[src/verilog/lcd_consts.svh]
`ifndef LCD_CONSTS_SVH
`define LCD_CONSTS_SVH
// Register indices; byte address is four times the index.
`define LCD_IDX_MODE     16'hFFB0
`define LCD_IDX_STAT     16'hFFB1
`define LCD_IDX_CLK      16'hFFB2
`define LCD_IDX_BOOST    16'hFFB3
`define LCD_IDX_MEM_LO   16'hFA00
`define LCD_IDX_MEM_HI   16'hFA1B
`define LCD_SEGS         28
`define LCD_ADDR_W       18
`define LCD_RST_BYTE     8'h00
// Mode register bits.
`define LCD_MODE_DISP    7
`define LCD_MODE_BOOST   6
`define LCD_MODE_PINS    4
`define LCD_MODE_SLICE   0
// Clock register fields.
`define LCD_CLK_SRC_HI   3
`define LCD_CLK_SRC_LO   2
`define LCD_CLK_DIV_HI   1
`define LCD_CLK_DIV_LO   0
// Dividers: main clock by 32 << (code-1); scan clock 64 << code.
`define LCD_SRC_DIV_MIN  32
`define LCD_SCAN_DIV_MIN 64
`define LCD_RESP_OKAY    2'h0
`define LCD_RESP_SLVERR  2'h2
`endif

[src/verilog/lcd_pkg.sv]
package lcd_pkg;
    typedef enum logic [2:0] {
        LCD_RG_MODE, LCD_RG_STAT, LCD_RG_CLK, LCD_RG_BOOST, LCD_RG_MEM, LCD_RG_NONE
    } lcd_region_t;
    // Bias level of a pin: 0 ground, 1 one third, 2 two thirds, 3 full drive.
    typedef logic [1:0] lcd_level_t;
    typedef struct packed {
        logic       slice3;
        logic [1:0] src_sel;
        logic [1:0] scan_sel;
    } lcd_cfg_t;
endpackage : lcd_pkg

[src/verilog/lcd_seg_driver.sv]
// Functional notes
// - source select: sub clock or main/32,/64,/128.
// - scan clock is source divided 64..512.
// - frame is scan clock over slice count.
// - clock and boost registers reset zero.
// - boost bit picks reference level.
// - display memory is 28 consecutive bytes.
// - unused memory bytes are plain RAM.
// - memory upper nibble reads zero.
// - commons scan in turn per slice count.
// - fourth common left open in three-slice.
// - common slot n reads memory bit n.
// - bit one selects, zero deselects.
// - bit three unused in three-slice.
// - polarity alternates so no net DC.
// - full voltage only select on both.
// - each common slot lasts one scan clock.
// - slice bit: zero four, one three.
// - display off forces segment deselect.
// - pins off holds all pins ground, but the fourth common stays flagged open in three-slice.
//
// Register access over AXI4-Lite was decided locally.
`include "lcd_consts.svh"
`timescale 1ns/1ps
module lcd_seg_driver
    import lcd_pkg::*;
(
    input  wire logic                  aclk,
    input  wire logic                  aresetn,
    input  wire logic                  clk_en,
    input  wire logic                  sub_osc_clock,
    input  wire logic [`LCD_ADDR_W-1:0] s_axi_awaddr,
    input  wire logic                  s_axi_awvalid,
    output logic                       s_axi_awready,
    input  wire logic [31:0]           s_axi_wdata,
    input  wire logic [3:0]            s_axi_wstrb,
    input  wire logic                  s_axi_wvalid,
    output logic                       s_axi_wready,
    output logic [1:0]                 s_axi_bresp,
    output logic                       s_axi_bvalid,
    input  wire logic                  s_axi_bready,
    input  wire logic [`LCD_ADDR_W-1:0] s_axi_araddr,
    input  wire logic                  s_axi_arvalid,
    output logic                       s_axi_arready,
    output logic [31:0]                s_axi_rdata,
    output logic [1:0]                 s_axi_rresp,
    output logic                       s_axi_rvalid,
    input  wire logic                  s_axi_rready,
    output lcd_level_t [3:0]           common_level,
    output lcd_level_t [`LCD_SEGS-1:0] segment_level,
    output logic                       common_line_3_open,
    output logic                       booster_enable,
    output logic                       reference_sel
);
    function automatic lcd_region_t decode(input logic [`LCD_ADDR_W-1:0] a);
        logic [15:0] idx;
        idx = a[`LCD_ADDR_W-1:2];
        if (idx == `LCD_IDX_MODE) decode = LCD_RG_MODE;
        else if (idx == `LCD_IDX_STAT) decode = LCD_RG_STAT;
        else if (idx == `LCD_IDX_CLK) decode = LCD_RG_CLK;
        else if (idx == `LCD_IDX_BOOST) decode = LCD_RG_BOOST;
        else if (idx >= `LCD_IDX_MEM_LO && idx <= `LCD_IDX_MEM_HI) decode = LCD_RG_MEM;
        else decode = LCD_RG_NONE;
    endfunction : decode

    // 1/3 bias AC drive; polarity 1 mirrors every level.
    function automatic lcd_level_t bias(input logic sel, input logic pol, input logic com);
        lcd_level_t l;
        if (com) l = sel ? 2'h3 : 2'h1;
        else l = sel ? 2'h0 : 2'h2;
        bias = pol ? lcd_level_t'(2'h3 - l) : l;
    endfunction : bias

    logic [7:0] mode_q, mode_d, clk_q, clk_d, boost_q, boost_d;
    logic [3:0] mem_q [`LCD_SEGS];
    logic [3:0] mem_d [`LCD_SEGS];
    logic awready_q, awready_d, bvalid_q, bvalid_d, arready_q, arready_d;
    logic rvalid_q, rvalid_d;
    logic [1:0] bresp_q, bresp_d, rresp_q, rresp_d;
    logic [31:0] rdata_q, rdata_d;
    logic wr_go, rd_go;
    lcd_region_t wr_rg, rd_rg;
    logic [4:0] wr_ix, rd_ix;

    assign wr_go = awready_q && s_axi_awvalid && s_axi_wvalid;
    assign rd_go = arready_q && s_axi_arvalid;
    assign wr_rg = decode(s_axi_awaddr);
    assign rd_rg = decode(s_axi_araddr);
    assign wr_ix = s_axi_awaddr[6:2];
    assign rd_ix = s_axi_araddr[6:2];

    lcd_cfg_t act_q, act_d;
    logic [1:0] slot_q, slot_d;
    logic pol_q, pol_d;

    always_comb begin
        mode_d = mode_q;
        clk_d = clk_q;
        boost_d = boost_q;
        mem_d = mem_q;
        awready_d = 1'b0;
        bvalid_d = bvalid_q && !s_axi_bready;
        bresp_d = bresp_q;
        arready_d = 1'b0;
        rvalid_d = rvalid_q && !s_axi_rready;
        rresp_d = rresp_q;
        rdata_d = rdata_q;
        // Address and data are taken together, so a lone one simply waits.
        if (!awready_q && !bvalid_q && s_axi_awvalid && s_axi_wvalid) begin
            awready_d = 1'b1;
        end
        if (wr_go) begin
            bvalid_d = 1'b1;
            bresp_d = (wr_rg == LCD_RG_NONE) ? `LCD_RESP_SLVERR : `LCD_RESP_OKAY;
            if (s_axi_wstrb[0]) begin
                case (wr_rg)
                    LCD_RG_MODE: mode_d = s_axi_wdata[7:0] & 8'hD1;
                    LCD_RG_CLK: clk_d = {4'h0, s_axi_wdata[3:0]};
                    LCD_RG_BOOST: boost_d = {7'h00, s_axi_wdata[0]};
                    LCD_RG_MEM: mem_d[wr_ix] = s_axi_wdata[3:0];
                    default: ;
                endcase
            end
        end
        if (!arready_q && !rvalid_q && s_axi_arvalid) begin
            arready_d = 1'b1;
        end
        if (rd_go) begin
            rvalid_d = 1'b1;
            rresp_d = (rd_rg == LCD_RG_NONE) ? `LCD_RESP_SLVERR : `LCD_RESP_OKAY;
            case (rd_rg)
                LCD_RG_MODE: rdata_d = {24'h000000, mode_q};
                LCD_RG_STAT: rdata_d = {27'h0000000, act_q.slice3, pol_q, 1'b0, slot_q};
                LCD_RG_CLK: rdata_d = {24'h000000, clk_q};
                LCD_RG_BOOST: rdata_d = {24'h000000, boost_q};
                LCD_RG_MEM: rdata_d = {28'h0000000, mem_q[rd_ix]};
                default: rdata_d = 32'h00000000;
            endcase
        end
    end

    always_ff @(posedge aclk) begin
        if (!aresetn) begin
            mode_q <= `LCD_RST_BYTE;
            clk_q <= `LCD_RST_BYTE;
            boost_q <= `LCD_RST_BYTE;
            for (int i = 0; i < `LCD_SEGS; i++) mem_q[i] <= 4'h0;
            awready_q <= 1'b0;
            bvalid_q <= 1'b0;
            bresp_q <= 2'h0;
            arready_q <= 1'b0;
            rvalid_q <= 1'b0;
            rresp_q <= 2'h0;
            rdata_q <= 32'h00000000;
        end else if (clk_en) begin
            mode_q <= mode_d;
            clk_q <= clk_d;
            boost_q <= boost_d;
            mem_q <= mem_d;
            awready_q <= awready_d;
            bvalid_q <= bvalid_d;
            bresp_q <= bresp_d;
            arready_q <= arready_d;
            rvalid_q <= rvalid_d;
            rresp_q <= rresp_d;
            rdata_q <= rdata_d;
        end
    end

    assign s_axi_awready = awready_q;
    assign s_axi_wready = awready_q;
    assign s_axi_bvalid = bvalid_q;
    assign s_axi_bresp = bresp_q;
    assign s_axi_arready = arready_q;
    assign s_axi_rvalid = rvalid_q;
    assign s_axi_rresp = rresp_q;
    assign s_axi_rdata = rdata_q;

    // The sub clock pin is sampled; a new level counts once stages two and three agree.
    logic sub_s1_q, sub_s2_q, sub_s3_q, sub_lvl_q, sub_lvl_d, sub_rise;
    logic [6:0] pre_q, pre_d;
    logic [8:0] div_q, div_d;
    logic src_tick, scan_tick, frame_end, pins_on;
    logic [6:0] src_mask;
    logic [8:0] scan_top;
    lcd_level_t [3:0] com_q, com_d;
    lcd_level_t [`LCD_SEGS-1:0] seg_q, seg_d;
    logic open_q, open_d;

    assign sub_rise = (sub_s2_q == sub_s3_q) && sub_s3_q && !sub_lvl_q;
    assign pins_on = mode_q[`LCD_MODE_PINS];
    assign src_mask = 7'(`LCD_SRC_DIV_MIN * (1 << act_q.src_sel) / 2 - 1);
    assign src_tick = (act_q.src_sel == 2'h0) ? sub_rise : ((pre_q & src_mask) == src_mask);
    assign scan_top = 9'(`LCD_SCAN_DIV_MIN * (1 << act_q.scan_sel) - 1);
    assign scan_tick = src_tick && (div_q == scan_top);
    assign frame_end = scan_tick && (slot_q == (act_q.slice3 ? 2'h2 : 2'h3));

    always_comb begin
        sub_lvl_d = (sub_s2_q == sub_s3_q) ? sub_s3_q : sub_lvl_q;
        pre_d = 7'(pre_q + 7'h01);
        div_d = src_tick ? ((div_q == scan_top) ? 9'h000 : 9'(div_q + 9'h001)) : div_q;
        slot_d = slot_q;
        pol_d = pol_q;
        act_d = act_q;
        if (!pins_on || frame_end) begin
            // Settings are picked up only at a frame end or while the pins are off, so a scan never mixes modes.
            slot_d = 2'h0;
            act_d = '{slice3: mode_q[`LCD_MODE_SLICE],
                      src_sel: clk_q[`LCD_CLK_SRC_HI:`LCD_CLK_SRC_LO],
                      scan_sel: clk_q[`LCD_CLK_DIV_HI:`LCD_CLK_DIV_LO]};
            pol_d = pins_on ? !pol_q : 1'b0;
            if (!pins_on) div_d = 9'h000;
        end else if (scan_tick) begin
            slot_d = 2'(slot_q + 2'h1);
        end
        for (int i = 0; i < 4; i++) begin
            com_d[i] = bias(slot_q == 2'(i), pol_q, 1'b1);
        end
        if (act_q.slice3) com_d[3] = 2'h0;
        for (int j = 0; j < `LCD_SEGS; j++) begin
            // Slot 3 never occurs with three slices, so bit 3 stays free.
            seg_d[j] = bias(mode_q[`LCD_MODE_DISP] && mem_q[j][slot_q], pol_q, 1'b0);
        end
        open_d = act_q.slice3;
        if (!pins_on) begin
            com_d = '0;
            seg_d = '0;
        end
    end

    always_ff @(posedge aclk) begin
        if (!aresetn) begin
            sub_s1_q <= 1'b0;
            sub_s2_q <= 1'b0;
            sub_s3_q <= 1'b0;
            sub_lvl_q <= 1'b0;
            pre_q <= 7'h00;
            div_q <= 9'h000;
            slot_q <= 2'h0;
            pol_q <= 1'b0;
            act_q <= '0;
            com_q <= '0;
            seg_q <= '0;
            open_q <= 1'b0;
        end else if (clk_en) begin
            sub_s1_q <= sub_osc_clock;
            sub_s2_q <= sub_s1_q;
            sub_s3_q <= sub_s2_q;
            sub_lvl_q <= sub_lvl_d;
            pre_q <= pre_d;
            div_q <= div_d;
            slot_q <= slot_d;
            pol_q <= pol_d;
            act_q <= act_d;
            com_q <= com_d;
            seg_q <= seg_d;
            open_q <= open_d;
        end
    end

    assign common_level = com_q;
    assign segment_level = seg_q;
    assign common_line_3_open = open_q;
    assign booster_enable = mode_q[`LCD_MODE_BOOST];
    assign reference_sel = boost_q[0];
endmodule : lcd_seg_driver

[config.mk]
export PLATFORM = sky130hd
export DESIGN_NAME = lcd_seg_driver
export DESIGN_NICKNAME = d
export VERILOG_FILES = /design/src/verilog/lcd_pkg.sv /design/src/verilog/lcd_seg_driver.sv
export VERILOG_INCLUDE_DIRS = /design/src /design/src/verilog
export SDC_FILE = /design/constraint.sdc
export NUM_CORES = 1
export LEC_CHECK = 0
export BUFFER_PORTS_ARGS = -buffer_cell sky130_fd_sc_hd__clkbuf_2
export CORE_MARGIN = 5
export CORE_UTILIZATION = 25
export CTS_CLUSTER_SIZE = 16
export DETAILED_ROUTE_END_ITERATION = 8
export GPL_TIMING_DRIVEN = 0
export RECOVER_POWER = 100
export SLEW_MARGIN = 20
export SYNTH_ARGS = -nofsm -noshare
export SYNTH_HDL_FRONTEND = slang
export SYNTH_SLANG_ARGS = --single-unit
[constraint.sdc]
create_clock -name aclk -period 2.1 [get_ports aclk]
set_clock_uncertainty 0.15 [all_clocks]
set_input_delay 0.105 -clock aclk [delete_from_list [all_inputs] [get_ports aclk]]
set_output_delay 0.105 -clock aclk [all_outputs]
set_load 0.02 [all_outputs]
---- Yosys cells after proc, flatten, opt, wreduce, memory -nomap -nowiden ----
Index checks and enable logic that the tools add are counted.
word-level totals
  logic and storage cells ................. 380
  latch bits .............................. 0
  bits in writable memories ............... 0
  memories kept ........................... 0
  register bits after elaboration ......... 254
  input bits .............................. 81
  output and inout port bits .............. 108
  bits in read-only memories .............. 0
cells by class
  $lt $le $gt $ge ......................... 8
  multiply operators ...................... 0
  add/sub/neg operators ................... 37
  reductions and logical operators ........ 69
  bitwise logic cells ..................... 3
  muxes and demuxes ....................... 155
  div/mod/pow operators ................... 0
  equality and inequality tests ........... 24
  shifts and indexed selects .............. 2
operators with widths
  cell                  count
  $mux 2                69
  $eq 16x16->1 const B  8
  $bwmux 112            1
  $sub 2x2->2 const A   32
  $bmux 1 s2            28
  $mux 56               1
  $logic_and 1x1->1     45
  $pmux 8 s5            1
  $mux 1                37
  $mux 9                4
  $ge 16x16->1 const B  2
  $le 16x16->1 const B  2
  $mux 3                8
  $bmux 4 s5            1
  $demux 4 s5           1
  $reduce_and 4->1      4
  $eq 3x2->1 const B    4
  $eq 3x3->1 const B    4
  $ge 6x6->1 const B    2
  $mux 4                3
  $not 5->6             2
  $reduce_and 2->1      5
  $add 9x1->9 const B   1
  $eq 9x9->1            1
  20 further kinds      32

---- Longest topological paths before layout ----
  depth after elaboration ................. 10
  depth in mapped cells ................... 8
  gate-level depth less buffers ........... 6

---- Worst setup path after synthesis ----
No wires, ideal clock.
  path type ............................... reg2reg
  start ................................... register slot_q[1]
  end ..................................... register slot_q[1]
  cell stages (with the launch flop) ...... 8
  data arrival time ....................... 1.903 ns
  path buffers ............................ 2
  setup slack ............................. -0.028 ns
  library setup time ...................... 0.075 ns
  cells stage by stage .................... dfxtp_1 clkbuf_1 clkbuf_1 inv_1 ha_1 inv_1 or4_1 a31oi_1
on the way
  longest elaborated chain between the ends .. 5
RTL lines
  element                      line                   text
  from (decl)                  lcd_seg_driver.sv:93   logic [1:0] slot_q, slot_d;
  from (signal assigned)       lcd_seg_driver.sv:252  slot_q <= slot_d;
  $eq 2x2->1                   lcd_seg_driver.sv:196  assign frame_end = scan_tick && (slot_q == (act_q.slice3 ? 2'h2 : 2'h3));
  $logic_and 1x1->1            lcd_seg_driver.sv:196
  $logic_or 1x1->1             lcd_seg_driver.sv:205  if (!pins_on || frame_end) begin
  $reduce_bool 2->1 (no line)  --
  $reduce_and 2->1 (no line)   --
Several ways; a longest one is shown, not always the timed one. The select of a mux whose other input is x is not followed.
A chain may end at the register's enable or synchronous reset.

---- Final worst setup path ----
  start ................................... register awready_q (netlist: s_axi_awready)
  end ..................................... register mem_q[75] (netlist name)
on the way
  longest elaborated chain between the ends .. 3
RTL lines
  element                         line                   text
  from (decl)                     lcd_seg_driver.sv:77   logic awready_q, awready_d, bvalid_q, bvalid_d, arready_q, arready_d;
  from (signal assigned)          lcd_seg_driver.sv:160  awready_q <= awready_d;
  $logic_and 1x1->1 (2 in a row)  lcd_seg_driver.sv:85   assign wr_go = awready_q && s_axi_awvalid && s_axi_wvalid;
  $reduce_and 4->1 (no line)      --
  to (signal assigned)            lcd_seg_driver.sv:159  mem_q <= mem_d;
  to (decl)                       lcd_seg_driver.sv:75   logic [3:0] mem_q [`LCD_SEGS];
No other way between the ends.

==> impl_metrics.py <==
metrics = {
    "final_layout": {
        "fin_cells": 1815,
        "layout_common_cells": "189 x mux2i_1, 187 x dfxtp_1, 170 x nor2_1",
        "nets": 1351,
        "area_growth_pct": 23.9,
        "final_area_mm2": 0.0130,
        "drive_gt1_frac": 0.245,
        "layout_commonest_cell": "mux2i_1",
        "num_antenna_cells": 0,
    },
    "power_and_ir_drop": {
        "swShare": 0.280,
        "p_int_uw": 5590,
        "p_leak_uw": 0.00571,
        "power.share.clock": 0.433,
        "power.density_mw_per_mm2": 599,
        "power_frac_seq": 0.486,
        "p_comb_frac": 0.080,
        "ir_drop_uv": 580,
        "switchingPower_uw": 2170,
    },
    "placed_design": {
        "dp_slack_ns": -0.699,
        "place_hpwl_um": 25800,
        "port_buffers": 118,
        "dp.cells": 1749,
        "place_area_mm2": 0.0118,
        "gp_congestion": 0.941,
    },
    "synth": {
        "synthMuxAreaShare": 0.305,
        "synth_top_area_share": 0.379,
        "synth_compound_area_frac": 0.0530,
        "synthXorXnorAreaFrac": 0.00754,
        "syn_area_per_cell_um2": 9.81,
        "ys_seq_area_frac": 0.379,
        "synthAdderAreaFrac": 0.00838,
        "async_reset_ff_frac": 0,
        "synth_top_family_by_area": "multiplexers",
        "synth_edf_count": 0,
        "synth_warnings": 0,
        "synth_cells": 1066,
        "yosys.area.top_type": "dfxtp_1",
        "ys.flop_type": "dfxtp_1",
        "netlist_top_cells_area": "dfxtp_1 38%, mux2i_1 18%, mux4_2 12%",
        "ys_types": 57,
        "ys_seq_elements": 198,
        "syn_area_mm2": 0.0105,
        "yosys.area_share.simple": 0.170,
    },
    "routing": {
        "ant_nets": 0,
        "via_count": 9043,
        "routedWlPerCell_um": 18.9,
        "drc": 0,
        "drt-initial-drc-count": 699,
        "totalWireLength_um": 34400,
        "vias_per_cell": 4.98,
        "firstDrtPassIters": 5,
    },
    "grt": {
        "antenna_found_initial": 3,
        "grt_max_degree": 30,
        "use_met2": 0.234,
        "gr-usage-met3": 0.0510,
        "grt.busiest_layer": "met2",
        "grt_use_met1": 0.182,
        "grt_pass1_wl_um": 52600,
        "track_usage": 0.145,
        "overflow": 0,
        "grt_pass1_vias": 8870,
    },
    "clocking": {
        "h-tree-depth": 4,
        "clockRootBuffer": "clkbuf_16",
        "clk_latency_ns": 0.45,
        "cts_buffers": 17,
        "clkSlewWorstSetupHoldPaths_ns": 0.09,
        "clock-sinks": 198,
        "clockBufferDepth": 2,
        "cts_tree": "done",
    },
    "timing": {
        "worst_slack_ns": -0.0194,
        "min_period_ns": 2.12,
        "tightest_slew_ns": 0.972,
        "hold_violations": 0,
        "fin_crit_sh": 1.01,
        "maxSlewHeadroom": 0.352,
        "whs_ns": 0.0274,
        "fmax_mhz": 472,
        "setup_viol": 3,
        "rsz0062_at_grt": "true",
        "slew_violations": 0,
    },
    "floorplanning": {
        "die-area_mm2": 0.0460,
        "num_io_pins": 189,
        "core-area_mm2": 0.0417,
        "fp.dieH_um": 215,
        "die_w_um": 215,
        "rows": 75,
        "start_util": 0.251,
    },
    "worst_setup_path": {
        "crit_arrival_ns": 2.28,
        "startpoint_type": "flip-flop",
        "endpoint_kind": "flip-flop",
        "path_class": "reg -> reg",
        "required_ns": 2.26,
        "worstPathMaxFanout": 6,
    },
    "status": {
        "status": "finished, violations left",
        "violations": "negative setup slack",
    },
    "job": {
        "cap_violations": 0,
    },
    "hold_path": {
        "hp-class": "in -> reg",
    },
}
-- state kept, by name, summed over array words and instances (netlist names), 2 cells and up --
signal / flops
mem_q: 112
segment_level: 29
div_q: 9
pre_q: 7
s_axi_rdata: 7
common_level: 6
act_q: 4
clk_q: 4
mode_q: 4
slot_q: 2
-- cell usage after synthesis, types with 4 or more instances --
cell type,n
a21oi_1,29
a22oi_1,5
a31oi_1,6
and2_1,4
buf_1,6
buf_2,15
buf_4,57
clkbuf_1,63
dfxtp_1,198
ha_1,7
inv_1,8
mux2i_1,193
mux4_2,56
nand2_1,71
nand3_1,38
nand3b_1,4
nand4_1,21
nor2_1,171
nor2b_1,10
nor3_1,7
nor4_1,4
o21ai_0,5
o22ai_1,6
o2bb2ai_1,5
o31ai_1,8
or4_1,12
xnor2_1,4
xor2_1,5
-- cell families (layout without fill, tap and decap cells) --
kind of cell	count (synthesis)	in the layout
compound gates	81	81
simple gates	371	371
fa+ha+maj	7	7
xor+xnor	9	9
buf+inv	150	334
flops	198	198
other cells	1	27
mux	249	249
-- routing by layer --
layer	wire [µm]	up-vias
li1	-	4127
met1	14100	4377
met2	15600	468
met3	3660	65
met4	994	6
met5	29	-
-- power groups by stage --
stage / logic [µW] / registers, µW / clock network, µW
after floorplan: 379 / 3860 / 0
after global placement: 562 / 3860 / 0
after detailed placement: 569 / 3860 / 0
after CTS: 607 / 3770 / 3390
after global routing: 668 / 3770 / 3550
final: 624 / 3770 / 3360
-- critical path: stages (launching register included) --
cell,delay (ns)
dfxtp_2,0.41
nand3_4,0.16
nor3_1,0.39
clkbuf_2,0.24
nand4_1,0.30
mux2i_1,0.25
nor2_1,0.06
-- worst paths after layout --
check,start,endpoint,slack [ns],depth (start not counted)
setup / recovery,s_axi_awready,mem_q[75],-0.02,6
hold / removal,clk_en,pre_q[3],0.03,4
setup reg to reg,s_axi_awready,mem_q[75],-0.02,6
hold reg to reg,clk_q[0],act_q[0],0.33,2
-- timing repair --
item	CTS	global route
hold endpoints to repair	10	0
cloned	0	2
pin swaps	11	10
buffers inserted	11	13
hold buffers	11	0
setup endpoints to repair	169	126
gates resized for setup	59	37
-- stage by stage --
| step | total power, µW | setup TNS, ns | util |
|---|---|---|---|
| global route | 8000 | -1.77 | 0.311 |
| global placement | 4420 | -67.53 | 0.284 |
| finish | 7760 | -0.0351 | 0.311 |
| detailed placement | 4430 | -75.04 | 0.284 |
| floorplan | 4240 | 0 | - |
| CTS | 7770 | 0 | 0.309 |
-- area by class of cell --
| type | count | area [µm²] |
|---|---|---|
| flip-flops and latches | 198 | 3980 |
| repair buffers | 155 | 843 |
| clock inverters | 15 | 179 |
| multi-input cells | 744 | 5990 |
| inverters | 9 | 33.8 |
| clock buffers | 17 | 425 |
| fillers | 4308 | 28700 |
| plain buffers | 138 | 832 |
| well taps | 539 | 674 |
Note: power is estimated with default switching activity, not from simulation.
